[src/include/csio_map.vh]
`ifndef CSIO_MAP_VH
`define CSIO_MAP_VH
// ----------------------------------------
// register offsets (plain port, word index)
// ----------------------------------------
`define CSIO_ADR_WCTL0   4'h0
`define CSIO_ADR_WCTL1   4'h1
`define CSIO_ADR_DOPC    4'h2
`define CSIO_ADR_COPC    4'h3
`define CSIO_ADR_PHPC    4'h4
`define CSIO_ADR_PERIOD  4'h5
`define CSIO_ADR_PHASE   4'h6
`define CSIO_ADR_EXTCTL  4'h7
`define CSIO_ADR_MODE    4'h8
`define CSIO_ADR_CTRL    4'h9
`define CSIO_ADR_TXBUF   4'ha
`define CSIO_ADR_RXBUF   4'hb
// ----------------------------------------
// mode register fields
// ----------------------------------------
`define CSIO_MODE_SYNC   2'h1
`define CSIO_MD_GMD_LO   0
`define CSIO_MD_CLOCK_DIRECTION    2
`define CSIO_MD_STOP_LENGTH_SEL     3
`define CSIO_MD_BIT_ORDER_SEL    4
`define CSIO_MD_IRS      5
// ----------------------------------------
// control register fields
// ----------------------------------------
`define CSIO_CR_TI       0
`define CSIO_CR_TX_SHIFT_EMPTY    1
`define CSIO_CR_RI       2
`define CSIO_CR_TE       4
`define CSIO_CR_RE       5
`define CSIO_CR_IN_POLARITY     6
`define CSIO_CR_OUT_POLARITY     7
// ----------------------------------------
// extended control fields and error bit
// ----------------------------------------
`define CSIO_EXT_RX_SHIFT_ENABLE   5
`define CSIO_RB_OVR      8
// ----------------------------------------
// reset values
// ----------------------------------------
`define CSIO_RST_8       8'h00
`define CSIO_RST_16      16'h0000
`define CSIO_RST_PERIOD  16'h0000
// ----------------------------------------
// timing
// ----------------------------------------
`define CSIO_BITS        4'h8
`define CSIO_CLK_MHZ     200
`endif

[src/csio_core.v]
// Functional notes
// - irs 0: tx flag on buffer-to-shift load
// - irs 1: tx flag when shifting done
// - rx flag on byte into rx buffer
// - overrun if next eighth bit before read
// - rx buffer undefined after overrun
// - bit order select lsb or msb first
// - output and input polarity invert selects
// - idle output high, low if inverted
// - internal clock is base over 2(n+2)
// - divide ratio prescales count source
// - clock direction picks internal or external
// - read-only tx empty, shift empty, rx complete
// - tx enable gates both; rx needs rx enable
// - tx buffer write queues byte, clears empty
// - rx buffer holds byte plus overrun error bit
// - exactly eight data bits, no framing
// - external clock pin shifts data
`timescale 1ns/1ps
`include "csio_map.vh"
module csio_core
(
  // clock and reset
  input  wire        clk,
  input  wire        rstn,
  // register port
  input  wire [3:0]  reg_addr,
  input  wire [15:0] reg_wdata,
  input  wire        reg_wr,
  input  wire        reg_rd,
  output reg  [15:0] reg_rdata,
  // serial pins
  output reg         serial_data_out,
  input  wire        serial_data_in,
  input  wire        serial_clock_pin_i,
  output reg         serial_clock_pin_o,
  output wire        serial_clock_pin_oe,
  // interrupt request pulses
  output reg         tx_irq_request,
  output reg         rx_irq_request
);
  // ----------------------------------------
  // registers
  // ----------------------------------------
  reg [7:0]  wctl0_r;      // count_clock_sel / count_divide_ratio
  reg [7:0]  wctl1_r;      // waveform_control_one
  reg [7:0]  dopc_r;       // data_out_pin_control
  reg [7:0]  copc_r;       // clock_out_pin_control
  reg [7:0]  phpc_r;       // phase_channel_control
  reg [15:0] period_r;     // bit_rate_period
  reg [15:0] phase_r;      // phase_delay_value
  reg [7:0]  ext_r;        // extended_serial_control
  reg [7:0]  mode_r;       // serial_mode_register
  reg [3:0]  cre_r;        // te, re, in_polarity, out_polarity
  reg [7:0]  txbuf_r;      // transmit_buffer
  reg        tx_empty_r;   // tx_buffer_empty
  reg [7:0]  rxbuf_r;      // received byte
  reg        rx_full_r;    // rx_complete
  reg        ovr_r;        // overrun error
  // ----------------------------------------
  // shift state
  // ----------------------------------------
  reg [7:0]  tsh_r;        // transmit shift register
  reg [3:0]  tcnt_r;       // bits left to send
  reg [7:0]  rsh_r;        // receive shift register
  reg [3:0]  rcnt_r;       // bits received
  reg        sclk_r;       // generated clock level
  reg [16:0] bdiv_r;       // bit-rate half counter, spare bit so n = ffff still counts n+2
  reg [4:0]  pdiv_r;       // prescaler counter
  reg [2:0]  ck_s_r;       // pin clock sync and history
  reg [1:0]  din_s_r;      // data in synchroniser
  wire te        = cre_r[0];
  wire re        = cre_r[1];
  wire in_polarity      = cre_r[2];
  wire out_polarity      = cre_r[3];
  wire clock_direction     = mode_r[`CSIO_MD_CLOCK_DIRECTION];
  wire msb_first = mode_r[`CSIO_MD_BIT_ORDER_SEL];
  wire tx_irq_source_sel       = mode_r[`CSIO_MD_IRS];
  wire sync_mode = (mode_r[1:0] == `CSIO_MODE_SYNC);
  wire tx_idle   = (tcnt_r == 4'h0);
  // bit order pick, used for send and receive
  function [7:0] csio_order;
    input [7:0] v;
    input       msb;
    integer     k;
    begin
      for (k = 0; k < 8; k = k + 1)
        csio_order[k] = msb ? v[7 - k] : v[k];
    end
  endfunction
  // ----------------------------------------
  // pin synchronisers
  // ----------------------------------------
  // two stages for data, three for the pin clock, before anything looks at the pins
  always @(posedge clk)
  begin
    if (!rstn)
    begin
      // pin clock idles high, so no false edge follows reset
      ck_s_r  <= 3'h7;
      din_s_r <= 2'h0;
    end
    else
    begin
      ck_s_r  <= {ck_s_r[1:0], serial_clock_pin_i};
      din_s_r <= {din_s_r[0], serial_data_in};
    end
  end
  // ----------------------------------------
  // internal transfer clock
  // ----------------------------------------
  // prescale tick
  wire pre_tick = (pdiv_r == wctl0_r[4:0]);
  wire half_done = pre_tick && (bdiv_r == ({1'b0, period_r} + 17'h00001));
  // clock only runs while a transfer is pending, so idle level stays high
  wire run_int = sync_mode && te && (!tx_idle || !tx_empty_r);
  always @(posedge clk)
  begin
    if (!rstn)
    begin
      pdiv_r <= 5'h00;
      bdiv_r <= 17'h00000;
      sclk_r <= 1'b1;
    end
    // a stopping clock still finishes its low half
    // so the closing rise is never a short glitch
    else if (clock_direction || !sync_mode || (!run_int && sclk_r))
    begin
      pdiv_r <= 5'h00;
      bdiv_r <= 17'h00000;
      sclk_r <= 1'b1;
    end
    else
    begin
      pdiv_r <= pre_tick ? 5'h00 : pdiv_r + 5'h01;
      if (half_done)
      begin
        bdiv_r <= 17'h00000;
        sclk_r <= ~sclk_r;
      end
      else if (pre_tick)
        bdiv_r <= bdiv_r + 17'h00001;
    end
  end
  reg sclk_d_r;
  wire sclk_now = clock_direction ? ck_s_r[2] : sclk_r;
  always @(posedge clk)
  begin
    if (!rstn)
      sclk_d_r <= 1'b1;
    else
      sclk_d_r <= sclk_now;
  end
  wire fall = sclk_d_r && !sclk_now;
  wire rise = !sclk_d_r && sclk_now;
  assign serial_clock_pin_oe = sync_mode && !clock_direction;
  // ----------------------------------------
  // transmit path
  // ----------------------------------------
  wire wr_tb  = reg_wr && (reg_addr == `CSIO_ADR_TXBUF);
  wire rd_rb  = reg_rd && (reg_addr == `CSIO_ADR_RXBUF);
  // load at a falling edge so the first bit gets a full cell
  wire tload  = sync_mode && te && !tx_empty_r && tx_idle && fall;
  wire tshift = !tx_idle && fall;
  wire tdone  = tshift && (tcnt_r == 4'h1) && !(!tx_empty_r && te);
  // buffer byte in wire order, bit 0 goes out first
  wire [7:0] tord = csio_order(txbuf_r, msb_first);
  always @(posedge clk)
  begin
    if (!rstn)
    begin
      tsh_r          <= `CSIO_RST_8;
      tcnt_r         <= 4'h0;
      tx_empty_r     <= 1'b1;
      serial_data_out <= 1'b1;
      tx_irq_request <= 1'b0;
    end
    else
    begin
      tx_irq_request <= 1'b0;
      if (wr_tb)
        tx_empty_r <= 1'b0;
      if (tload || (tshift && tcnt_r == 4'h1 && !tx_empty_r && te))
      begin
        tsh_r      <= tord >> 1;
        tcnt_r     <= `CSIO_BITS;
        serial_data_out <= tord[0] ^ out_polarity;
        if (!wr_tb)
          tx_empty_r <= 1'b1;
        if (!tx_irq_source_sel)
          tx_irq_request <= 1'b1;
      end
      else if (tshift)
      begin
        tcnt_r <= tcnt_r - 4'h1;
        tsh_r  <= tsh_r >> 1;
        serial_data_out <= (tcnt_r == 4'h1) ? ~out_polarity : (tsh_r[0] ^ out_polarity);
      end
      else if (tx_idle)
        serial_data_out <= ~out_polarity;
      if (tdone && tx_irq_source_sel)
        tx_irq_request <= 1'b1;
    end
  end
  // ----------------------------------------
  // receive path
  // ----------------------------------------
  // tx enable and rx enable both needed
  wire rx_on = sync_mode && te && re && ext_r[`CSIO_EXT_RX_SHIFT_ENABLE];
  wire rbit  = din_s_r[1] ^ in_polarity;
  // only rises inside a frame count; the rise after the
  // closing fall would otherwise shift the next byte
  wire rx_rise = rise && !tx_idle;
  wire rlast = rx_on && rx_rise && (rcnt_r == 4'h7);
  always @(posedge clk)
  begin
    if (!rstn)
    begin
      rsh_r          <= `CSIO_RST_8;
      rcnt_r         <= 4'h0;
      rxbuf_r        <= `CSIO_RST_8;
      rx_full_r      <= 1'b0;
      ovr_r          <= 1'b0;
      rx_irq_request <= 1'b0;
    end
    else
    begin
      rx_irq_request <= 1'b0;
      // read clears complete; a new byte in the same cycle wins
      if (rd_rb)
      begin
        rx_full_r <= 1'b0;
        ovr_r     <= 1'b0;
      end
      if (!rx_on)
        rcnt_r <= 4'h0;
      else if (rx_rise)
      begin
        rsh_r  <= {rbit, rsh_r[7:1]};
        rcnt_r <= (rcnt_r == 4'h7) ? 4'h0 : rcnt_r + 4'h1;
      end
      if (rlast)
      begin
        rxbuf_r        <= csio_order({rbit, rsh_r[7:1]}, msb_first);
        rx_full_r      <= 1'b1;
        rx_irq_request <= 1'b1;
        if (rx_full_r && !rd_rb)
          ovr_r <= 1'b1;
      end
    end
  end
  // ----------------------------------------
  // register writes
  // ----------------------------------------
  always @(posedge clk)
  begin
    if (!rstn)
    begin
      wctl0_r  <= `CSIO_RST_8;
      wctl1_r  <= `CSIO_RST_8;
      dopc_r   <= `CSIO_RST_8;
      copc_r   <= `CSIO_RST_8;
      phpc_r   <= `CSIO_RST_8;
      period_r <= `CSIO_RST_PERIOD;
      phase_r  <= `CSIO_RST_16;
      ext_r    <= `CSIO_RST_8;
      mode_r   <= `CSIO_RST_8;
      cre_r    <= 4'h0;
      txbuf_r  <= `CSIO_RST_8;
    end
    else if (reg_wr)
    begin
      case (reg_addr)
        `CSIO_ADR_WCTL0:  wctl0_r  <= reg_wdata[7:0];
        `CSIO_ADR_WCTL1:  wctl1_r  <= reg_wdata[7:0];
        `CSIO_ADR_DOPC:   dopc_r   <= reg_wdata[7:0];
        `CSIO_ADR_COPC:   copc_r   <= reg_wdata[7:0];
        `CSIO_ADR_PHPC:   phpc_r   <= reg_wdata[7:0];
        `CSIO_ADR_PERIOD: period_r <= reg_wdata;
        `CSIO_ADR_PHASE:  phase_r  <= reg_wdata;
        `CSIO_ADR_EXTCTL: ext_r    <= reg_wdata[7:0];
        `CSIO_ADR_MODE:   mode_r   <= reg_wdata[7:0];
        `CSIO_ADR_CTRL:   cre_r    <= reg_wdata[7:4];
        `CSIO_ADR_TXBUF:  txbuf_r  <= reg_wdata[7:0];
        default:          cre_r    <= cre_r;
      endcase
    end
  end
  // ----------------------------------------
  // register reads, data one cycle later
  // ----------------------------------------
  // status bits read-only
  wire [7:0] ctrl_rd = {cre_r, 1'b0, rx_full_r, tx_idle, tx_empty_r};
  always @(posedge clk)
  begin
    if (!rstn)
    begin
      reg_rdata          <= 16'h0000;
      serial_clock_pin_o <= 1'b1;
    end
    else
    begin
      serial_clock_pin_o <= sclk_r;
      if (reg_rd)
      begin
        case (reg_addr)
          `CSIO_ADR_WCTL0:  reg_rdata <= {8'h00, wctl0_r};
          `CSIO_ADR_WCTL1:  reg_rdata <= {8'h00, wctl1_r};
          `CSIO_ADR_DOPC:   reg_rdata <= {8'h00, dopc_r};
          `CSIO_ADR_COPC:   reg_rdata <= {8'h00, copc_r};
          `CSIO_ADR_PHPC:   reg_rdata <= {8'h00, phpc_r};
          `CSIO_ADR_PERIOD: reg_rdata <= period_r;
          `CSIO_ADR_PHASE:  reg_rdata <= phase_r;
          `CSIO_ADR_EXTCTL: reg_rdata <= {8'h00, ext_r};
          `CSIO_ADR_MODE:   reg_rdata <= {8'h00, mode_r};
          `CSIO_ADR_CTRL:   reg_rdata <= {8'h00, ctrl_rd};
          `CSIO_ADR_RXBUF:  reg_rdata <= {7'h00, ovr_r, rxbuf_r};
          default:          reg_rdata <= 16'h0000;
        endcase
      end
      else
        reg_rdata <= 16'h0000;
    end
  end
endmodule

[config.mk]
export PLATFORM = sky130hd
export DESIGN_NAME = csio_core
export DESIGN_NICKNAME = d
export VERILOG_FILES = /design/src/csio_core.v
export VERILOG_INCLUDE_DIRS = /design/src /design/src/include
export SDC_FILE = /design/constraint.sdc
export NUM_CORES = 1
export LEC_CHECK = 0
export ABC_CLOCK_PERIOD_IN_PS = 7500
export BUFFER_PORTS_ARGS = -buffer_cell sky130_fd_sc_hd__buf_2
export CAP_MARGIN = 20
export CORE_UTILIZATION = 65
export DETAILED_ROUTE_END_ITERATION = 10
export GPL_TIMING_DRIVEN = 0
export PLACE_DENSITY = 0.84
export SLEW_MARGIN = 10
export SYNTH_ARGS = -nofsm -noshare
export SYNTH_HDL_FRONTEND = slang
export SYNTH_SLANG_ARGS = --single-unit
[constraint.sdc]
create_clock -name clk -period 7.5 [get_ports clk]
set_clock_uncertainty 0.2 [all_clocks]
set_input_delay 0.375 -clock clk [delete_from_list [all_inputs] [get_ports clk]]
set_output_delay 0.375 -clock clk [all_outputs]
set_load 0.005 [all_outputs]
# After elaboration in Yosys (flattened, before gate mapping)
# Index checks and enable logic that the tools add are counted.
totals:
  register_bits: 183
  out_inout_bits: 21
  inputBits: 26
  elab_cells: 158
op_classes:
  muxes: 39
  n_reduce_logical: 61
  n_bitwise: 6
  n_eq_ne: 16
  addsub: 5
ops:
  columns: ["op", "n"]
  rows:
  - ["$pmux 16 s11", 1]
  - ["$mux 1", 33]
  - ["$reduce_and 2->1", 14]
  - ["$logic_and 1x1->1", 25]
  - ["$eq 4x3->1 const B", 5]
  - ["$add 16x1->17 const B", 1]
  - ["$add 17x1->17 const B", 1]
  - ["$eq 17x17->1", 1]
  - ["$eq 4x4->1 const B", 4]
  - ["$mux 7", 2]
  - ["$mux 4", 3]
  - ["$logic_not 1->1", 9]
  - ["$eq 4x1->1 const B", 2]
  - ["$eq 4x2->1 const B", 2]
  - ["$logic_not 4->1", 2]
  - ["$reduce_or 3->1", 2]
  - ["$add 5x1->5 const B", 1]
  - ["$eq 5x5->1", 1]
  - ["$add 4x1->4 const B", 1]
  - ["$logic_or 1x1->1", 4]
  - ["$reduce_bool 2->1", 2]
  - ["$reduce_or 2->1", 2]
  - ["$sub 4x1->4 const B", 1]
  - ["$not 1->1", 3]
  - ["other kinds (3)", 5]

# Logic depth before layout (Yosys ltp)
# Gate-level depths: netlist (run 1).
logic_depth:
  word_depth: 10
  ltp_mapped: 9
  depth_no_buf: 8

# Worst setup path after synthesis (run 1)
# Ideal clock, no wire load.
synth_timing:
  kind: "register -> register"
  start: "register tcnt_r[0]"
  end: "register bdiv_r[10]"
  path_stages_with_launch: 9
  path_buffers: 2
  required_time_ns: 7.171
  slack_ns: 4.853
  arrival_time_ns: 2.318
  period_less_slack_ns: 2.647
  setup_ns: 0.129
  cell_sequence: "dfxtp_1 > inv_1 > ha_1 > nor3b_1 > a21oi_1 > o211ai_1 > dlymetal6s2s_1 > dlygate4sd3_1 > nor3_1"
synth_via:
  elab_chain_len: 8
synth_lines:
  columns: ["item", "line_no", "text"]
  rows:
  - ["start, declared", "csio_core.v:64", "reg [3:0] tcnt_r;"]
  - ["start signal, assigned", "csio_core.v:186", "tcnt_r <= `CSIO_BITS;"]
  - ["start signal, assigned", "csio_core.v:195", "tcnt_r <= tcnt_r - 4'h1;"]
  - ["$logic_not 4->1", "csio_core.v:80", "wire tx_idle = (tcnt_r == 4'h0);"]
  - ["$logic_not 1->1", "csio_core.v:116", "wire run_int = sync_mode && te && (!tx_idle || !tx_empty_r);"]
  - ["$logic_or 1x1->1", "csio_core.v:116", null]
  - ["$logic_and 1x1->1", "csio_core.v:116", null]
  - ["$logic_not 1->1", "csio_core.v:127", "else if (clock_direction || !sync_mode || (!run_int && sclk_r))"]
  - ["$logic_and 1x1->1", "csio_core.v:127", null]
  - ["$logic_or 1x1->1", "csio_core.v:127", null]
  - ["$reduce_or 3->1 (no source line)", null, null]
  - ["end signal, assigned", "csio_core.v:142", "bdiv_r <= bdiv_r + 17'h00001;"]
  - ["end, declared", "csio_core.v:68", "reg [16:0] bdiv_r;"]
# Every way passes these cells.
# A chain may end at the register's enable or synchronous reset.

# Final worst setup path (run 1)
# Ends and elaborated chain as after synthesis.

==> summary.txt, run 1 <==
Run status
  • Status: complete, no violations

Detailed routing
  • Post-Route WL: 22,220 um
  • Wire per inst: 18.38 um
  • ANT nets after route: 0
  • Post-DR vias/cell: a little over 6
  • Vias: about 7.3k
  • Pre-antenna DRT Iters: 6
  • Drt first-iter violations: 770
  • # DRC: 0

STA
  • Post-route setup slack: 3.931 ns
  • Fin Setup TNS: 0 ns
  • Slew @ Worst Pin: 0.8143 ns
  • Final setup viols: 0
  • Final Cycle Share: 0.4759
  • Fin. max-slew vios: 0
  • Max_slew headroom: 0.4571
  • Final Hold Viols: 0
  • Maximum clock rate: approximately 280 MHz
  • RSZ-0062 raised after global routing: false
  • Post-layout min period: approximately 3.6 ns

Synth
  • Yosys reg bits: approximately 180
  • Synth Instances: between 900 and 1k
  • Top post-synthesis cells by area: dfxtp_1 42%, mux2i_1 11%, nand2_1 5.6%
  • Most used flip-flop cell after synthesis: dfxtp_1
  • Syn_area_per_cell: 8.930 um^2
  • Top cell type's share of synthesized area: 0.4246
  • Async SR Flop Fraction: 0
  • Synth warnings: 0
  • Netlist area before placement: 0.008582 mm^2
  • Syn nets: a little under 1k
  • Number of synthesized flops with an enable pin: 0
  • Post-synthesis cell type count: 65
  • Top cell type by total area after synthesis: dfxtp_1
  • Seq/Total Area, Yosys: 0.4246

Placement
  • Place WS: 4.010 ns
  • IO Port Bufs: 42
  • Placed Cells: ~1.2k
  • Placer Congestion: 0.9561
  • DPL Wire Length: 15,580 um

Floorplanning
  • Chip height: 116.9 um
  • Die Wd: 116.9 um
  • Total die area: 0.01367 mm^2
  • Area of the core: 0.01272 mm^2
  • Num rows: 41
  • Initial Util: 0.6746
  • I/O Pins: 47

Clock network
  • CTS resizes: 0
  • Clock slew at reported path FFs: 0.07 ns
  • H-Tree Depth: 4
  • Num CTS Buffers: 17
  • Clock Sinks: ~180
  • Clock latency on the worst-skew pair: 0.43 ns
  • CTS Root Cell: clkbuf_16
  • Max Root-Sink Buffers: 2
  • CTS tree: yes

Worst hold path
  • Worst min path class: in -> reg
  • Hold depth: 3
  • Worst hold path startpoint: reg_wdata[11]

Power and ir drop
  • P_sw: 0.0004532 W
  • Combinational power share: 0.052
  • Static leakage: 3.594 nW
  • Clock network power share: 0.450
  • Sequential power share: 0.498
  • Sw Share: 0.2298
  • Peak supply drop: 199.7 uV
  • Power Density: 205.2 mW/mm^2
  • Final Power: 0.001972 W
  • Internal power: between 0.0015 and 0.002 W

Setup path
  • Critical Path RT: ~7.6 ns
  • Sequence of cells on the critical path: inv_1 -> ha_1 -> nor3b_1 -> a21oi_1 -> o211ai_1 -> dlymetal6s2s_1 -> dlygate4sd3_1 -> nor3_1
  • Startpoint Class: register
  • Crit path launch: tcnt_r[0]
  • R2r worst-path depth: 8
  • Crit path max fanout: 10
  • CP endpoint kind: register
  • Worst path arrival time: 3.67 ns
  • Reg-to-reg startpoint: tcnt_r[0]
  • Critical path type: reg -> reg
  • Max incr delay on CP: 0.84 ns
  • CP max stage cell: dlygate4sd3_1

Finish
  • Layout Utilization: 0.7555
  • # diodes: 0
  • Layout cell share with drive strength beyond 1: 0.09161
  • Nets@finish: 1,057
  • Area Growth Syn to Fin: 12.00%
  • Non-Filler Instances: 1,209

Global route
  • Gr ovfl total: 0
  • Met1 usage: 0.4362
  • Vias in the first global route: 6,999
  • Largest net degree at the start of global routing: 17
  • Grt met2 use: 0.5538
  • Global-route wire length before repair: roughly 36,000 um
  • Overall routing resource usage: 0.3427
  • Initial antenna violation count: 0
  • GR Layer Usage met3: 0.08187
  • GR peak layer: met2

Job
  • Number of max-cap violations: 0
==> cell families (layout without fill, tap and decap cells) <==
group / after synthesis / in the layout / synth area share
xor gates and xnor gates: 49 / 49 / 0.05001
and+or+nand+nor: 392 / 392 / 0.2289
adders and majority gates: 7 / 7 / 0.01021
DFF: 182 / 182 / 0.4246
muxes: 95 / 95 / 0.1140
buffers and inverters: 78 / 154 / 0.03922
AOI/OAI and AO/OA: 158 / 158 / 0.1331
==> worst max-delay path: cells and delay by family, from the launching register on <==
kind / cells / cell delay [ns]
and+or+nand+nor: 2 / 0.77
adders and majority gates: 1 / 0.21
buffers and inverters: 3 / 1.38
AOI/OAI and AO/OA: 2 / 0.54
DFF: 1 / 0.33
==> metal layers <==
layer | vias to the layer above | wire length (um) | part of all wire
li1 | 3482 | - | -
met1 | 3472 | 9673 | 0.44
met2 | 302 | 10200 | 0.46
met3 | 61 | 1567 | 0.071
met4 | 0 | 780 | 0.035
met5 | - | 0 | 0
==> timing repair <==
action | in CTS | in global routing
hold endpoints to repair | 2 | 0
hold buffers | 2 | 0
buffers inserted | 0 | 0
setup endpoints to repair | 0 | 0
==> Yosys cell counts, types with 3 or more instances <==
master,instances
o211a_1,6
nand4_1,10
o21ai_0,13
dfxtp_1,182
clkbuf_1,53
xnor2_1,27
nor3_1,29
o22ai_1,6
nor2_1,58
a22oi_1,24
o2111ai_1,3
nand2_1,129
a21boi_0,51
a221oi_1,4
nand3_1,42
nor4_1,4
and3_1,8
a21oi_1,19
nand3b_1,3
nand2b_1,10
o21a_1,7
xor2_1,22
mux2i_1,91
ha_1,7
inv_1,13
buf_1,3
a222oi_1,3
o211ai_1,3
buf_2,3
nor3b_1,5
a31oi_1,5
and2_1,10
nor2b_1,65
==> through the flow <==
step	hold WS, ns	cell area, um^2
4_1_cts	0.006261	9612
5_1_grt	0.02344	9612
6_report	0.01027	9612
2_1_floorplan	0.1863	8582
3_3_place_gp	0.1889	9007
3_5_place_dp	0.2017	9007
==> state kept, by name, indices dropped and copies added (netlist names), 2 cells and up <==
register	count
phpc_r	8
rxbuf_r	8
tcnt_r	4
ck_s_r	3
din_s_r	2
ext_r	8
pdiv_r	5
rcnt_r	4
wctl1_r	8
mode_r	8
rsh_r	7
phase_r	16
dopc_r	8
reg_rdata	16
bdiv_r	17
copc_r	8
period_r	16
wctl0_r	8
cre_r	4
tsh_r	7
txbuf_r	8
==> final cells by class <==
class                      count  area, um^2
timing repair buffer          44       230.2
sequential                   182        3643
clock buffer                  20       456.7
inverter                      13       48.80
tap                          172       215.2
fill                        1011        3110
buffer                        65       287.8
multi-input combinational    701        4602
clock inverter                12       127.6
==> power groups by stage <==
| stage | Combinational [W] | Sequential [W] | Clock (W) |
|---|---|---|---|
| floorplan | 0.0000650 | 0.00100 | 0 |
| global placement | 0.0000980 | 0.00100 | 0 |
| detailed placement | 0.0000992 | 0.00100 | 0 |
| CTS | 0.000101 | 0.000981 | 0.000890 |
| global route | 0.000111 | 0.000981 | 0.000932 |
| finish | 0.000103 | 0.000981 | 0.000887 |
==> path summary, 6_finish.rpt <==
check                           slack, ns      endpoint
worst min register to register       0.21     ck_s_r[2]
worst max-delay path                 3.93    bdiv_r[10]
worst min-delay path                 0.01  period_r[11]
worst max register to register       3.93    bdiv_r[10]
==> layout by cell type, fill, tap and decap left out, types with 4 or more instances in the layout <==
| master | Yosys | final |
|---|---|---|
| o21a_1 | 7 | 7 |
| nor2b_1 | 65 | 65 |
| nor3_1 | 29 | 29 |
| nand2_1 | 129 | 129 |
| and2_1 | 10 | 10 |
| a21boi_0 | 51 | 51 |
| mux2i_1 | 91 | 91 |
| a221oi_1 | 4 | 4 |
| inv_1 | 13 | 13 |
| clkinv_2 | 0 | 5 |
| clkbuf_1 | 53 | 54 |
| xor2_1 | 22 | 22 |
| buf_2 | 3 | 45 |
| nor2_1 | 58 | 58 |
| o211a_1 | 6 | 6 |
| a21oi_1 | 19 | 19 |
| a31oi_1 | 5 | 5 |
| nor3b_1 | 5 | 5 |
| o22ai_1 | 6 | 6 |
| and3_1 | 8 | 8 |
| clkbuf_16 | 0 | 17 |
| dfxtp_1 | 182 | 182 |
| ha_1 | 7 | 7 |
| nor4_1 | 4 | 4 |
| xnor2_1 | 27 | 27 |
| a22oi_1 | 24 | 24 |
| nand3_1 | 42 | 42 |
| nand2b_1 | 10 | 10 |
| nand4_1 | 10 | 10 |
| o21ai_0 | 13 | 13 |
No activity file was read; power rests on OpenSTA's default activity.
==> inputs of run 2 (changes only) <==
--- a/config.mk
+++ b/config.mk
@@ -6,13 +6,13 @@
 export SDC_FILE = /design/constraint.sdc
 export NUM_CORES = 1
 export LEC_CHECK = 0
-export ABC_CLOCK_PERIOD_IN_PS = 7500
+export ABC_CLOCK_PERIOD_IN_PS = 3300
 export BUFFER_PORTS_ARGS = -buffer_cell sky130_fd_sc_hd__buf_2
 export CAP_MARGIN = 20
-export CORE_UTILIZATION = 65
+export CORE_UTILIZATION = 61
 export DETAILED_ROUTE_END_ITERATION = 10
 export GPL_TIMING_DRIVEN = 0
-export PLACE_DENSITY = 0.84
+export PLACE_DENSITY = 0.8
 export SLEW_MARGIN = 10
 export SYNTH_ARGS = -nofsm -noshare
 export SYNTH_HDL_FRONTEND = slang
==> constraint.sdc (replaced) <==
create_clock -name clk -period 3.3 [get_ports clk]
set_clock_uncertainty 0.2 [all_clocks]
set_input_delay 0.165 -clock clk [delete_from_list [all_inputs] [get_ports clk]]
set_output_delay 0.165 -clock clk [all_outputs]
set_load 0.005 [all_outputs]
==> run 2 against run 1 <==
Effect of this change:
- count of clock-buffer cells in the layout down 2
- critical path type unchanged
- global-route usage down 2.0 points
- via count down 0.34%
- first-iteration DRC count is 12% lower
- sequential share of layout area down 0.68 points
==> summary.txt, run 2 (synthesized netlist as in run 1, its figures left out) <==
STA
  • Final setup viols: 0 (unchanged)
  • Maximum clock rate: 326.0 MHz (was 280.2 MHz)
  • Fin. max-slew vios: 0 (unchanged)
  • WHS: 0.02923 ns (was 0.01027 ns)
  • Fin Setup TNS: 0 ns (unchanged)
  • Slew @ Worst Pin: 0.8795 ns (was 0.8143 ns)
  • Post-layout min period: 3.068 ns (was 3.569 ns)
  • Final Hold Viols: 0 (unchanged)
  • Max_slew headroom: 0.4137 (was 0.4571)
  • RSZ-0062 raised after global routing: false (unchanged)
  • Final Cycle Share: 0.9295 (was 0.4759)

Power and ir drop
  • Peak supply drop: 412.5 uV (was 199.7 uV)
  • Power Density: 469.6 mW/mm^2 (was 205.2 mW/mm^2)
  • Static leakage: 3.656 nW (was 3.594 nW)
  • Sw Share: 0.2326 (was 0.2298)
  • Sequential power share: 0.485 (was 0.498)
  • Combinational power share: 0.054 (was 0.052)
  • P_sw: 0.001069 W (was 0.0004532 W)
  • Internal power: 0.003526 W (was 0.001519 W)
  • Clock network power share: 0.461 (was 0.450)

Setup path
  • Crit path max fanout: 10 (unchanged)
  • Worst path arrival time: 3.18 ns (was 3.67 ns)
  • Critical Path RT: 3.41 ns (was 7.60 ns)
  • Startpoint Class: register (unchanged)
  • Critical path type: reg -> reg (unchanged)
  • CP endpoint kind: register (unchanged)

Finish
  • Most frequent cells in the layout: 182 x dfxtp_1, 129 x nand2_1, 91 x mux2i_1 (unchanged)
  • Max reg flops: 17 (unchanged)
  • # diodes: 0 (unchanged)
  • Most flops, register: bdiv_r (unchanged)
  • Area Growth Syn to Fin: 14.04% (was 12.00%)
  • Layout cell share with drive strength beyond 1: 0.09333 (was 0.09161)
  • Commonest non-fill, non-tap cell in the layout: dfxtp_1 (unchanged)
  • Fillers: 1,035 (was 1,011)
  • Nets@finish: 1,070 (was 1,057)

Run status
  • Status: complete, no violations (unchanged)

Detailed routing
  • # DRC: 0 (unchanged)
  • Post-DR vias/cell: 5.948 (was 6.052)
  • ANT nets after route: 0 (unchanged)
  • Wire per inst: 18.24 um (was 18.38 um)
  • Drt first-iter violations: 676 (was 770)
  • Pre-antenna DRT Iters: 6 (unchanged)
  • Post-Route WL: 22,370 um (was 22,220 um)
  • Vias: 7,292 (was 7,317)

Global route
  • Vias in the first global route: 6,840 (was 6,999)
  • Largest net degree at the start of global routing: 17 (unchanged)
  • Overall routing resource usage: 0.3228 (was 0.3427)
  • Gr ovfl total: 0 (unchanged)
  • Global-route wire length before repair: 36,090 um (was 35,670 um)
  • Initial antenna violation count: 0 (unchanged)

Clock network
  • CTS Root Cell: clkbuf_16 (unchanged)
  • CTS tree: yes (unchanged)
  • Clock latency on the worst-skew pair: 0.43 ns (about the same)
  • H-Tree Depth: 4 (unchanged)
  • Clock slew at reported path FFs: 0.07 ns (about the same)
  • Num CTS Buffers: 17 (unchanged)
  • Clock Sinks: 182 (unchanged)
  • Max Root-Sink Buffers: 2 (unchanged)

Floorplanning
  • Chip height: 120.6 um (was 116.9 um)
  • I/O Pins: 47 (unchanged)
  • Num rows: 42 (was 41)
  • Area of the core: 0.01351 mm^2 (was 0.01272 mm^2)
  • Initial Util: 0.6354 (was 0.6746)
  • Total die area: 0.01455 mm^2 (was 0.01367 mm^2)
  • Die Wd: 120.6 um (was 116.9 um)

Placement
  • Placer Congestion: 0.9652 (was 0.9561)
  • IO Port Bufs: 42 (unchanged)
  • DPL Wire Length: 15,570 um (was 15,580 um)

Job
  • Number of max-cap violations: 0 (unchanged)

Worst hold path
  • Worst min path class: in -> reg (unchanged)
==> run 2: cell type report <==
| type | instances | area [um^2] | share of cell area |
|---|---|---|---|
| inverter | 13 | 48.80 | 0.004986 |
| sequential | 182 | 3643 | 0.3723 |
| clock buffer | 18 | 439.2 | 0.04487 |
| timing repair buffer | 57 | 360.3 | 0.03682 |
| multi-input combinational | 701 | 4609 | 0.4710 |
| tap | 176 | 220.2 | 0.02250 |
| buffer | 65 | 290.3 | 0.02966 |
| clock inverter | 14 | 175.2 | 0.01790 |
==> run 2: final timing paths <==
path         slack (ns)    endpoint   startpoint  depth (start not counted)
max                0.23  bdiv_r[10]  period_r[0]                          8
min                0.03   ck_s_r[0]         rstn                          3
max reg2reg        0.23  bdiv_r[10]  period_r[0]                          8
min reg2reg        0.21   ck_s_r[1]    ck_s_r[0]                          1
==> run 2: critical path, cell delays in order, from the launching register on <==
cell	delay, ns
dfxtp_1	0.48
ha_1	0.33
nand3_1	0.17
nor4_1	0.36
xnor2_1	0.15
or4_4	0.52
nor4_4	0.45
buf_6	0.23
nor3_1	0.06
==> run 2: routing by layer <==
metal	vias up	part of all wire	global-route usage	wire length, um
li1	3493	-	-	-
met2	308	0.45	0.5101	10120
met3	49	0.076	0.06651	1694
met1	3442	0.44	0.4337	9899
met5	-	0	0	0
met4	0	0.029	0.1211	657
==> run 2: timing repair <==
action                                  in CTS  in global routing
gates resized for setup                      1                  2
cloned                                       0                  0
buffers inserted                             0                  0
hold buffers                                15                  0
endpoints found under the setup margin      10                 17
endpoints found under the hold margin       24                  0
==> run 2: power by group through the flow <==
stage,Sequential [W],Combinational (W),Clock (W)
floorplan,0.00227,0.000148,0
global placement,0.00228,0.000225,0
detailed placement,0.00228,0.000226,0
CTS,0.00223,0.000242,0.00212
global route,0.00223,0.000265,0.00223
finish,0.00223,0.000248,0.00212
==> run 2: metrics by stage <==
stage               worst slack (ns)  total power (W)  instances  utilization  area (um^2)
finish                        0.2325         0.004595       1226       0.7247         9787
global route                 0.02326         0.004720       1226       0.7247         9787
CTS                          0.08108         0.004594       1226       0.7243         9782
detailed placement           -0.1589         0.002505       1179       0.6673         9012
global placement             -0.1481         0.002503       1179       0.6673         9012
floorplan                     0.6527         0.002422        961            -         8582
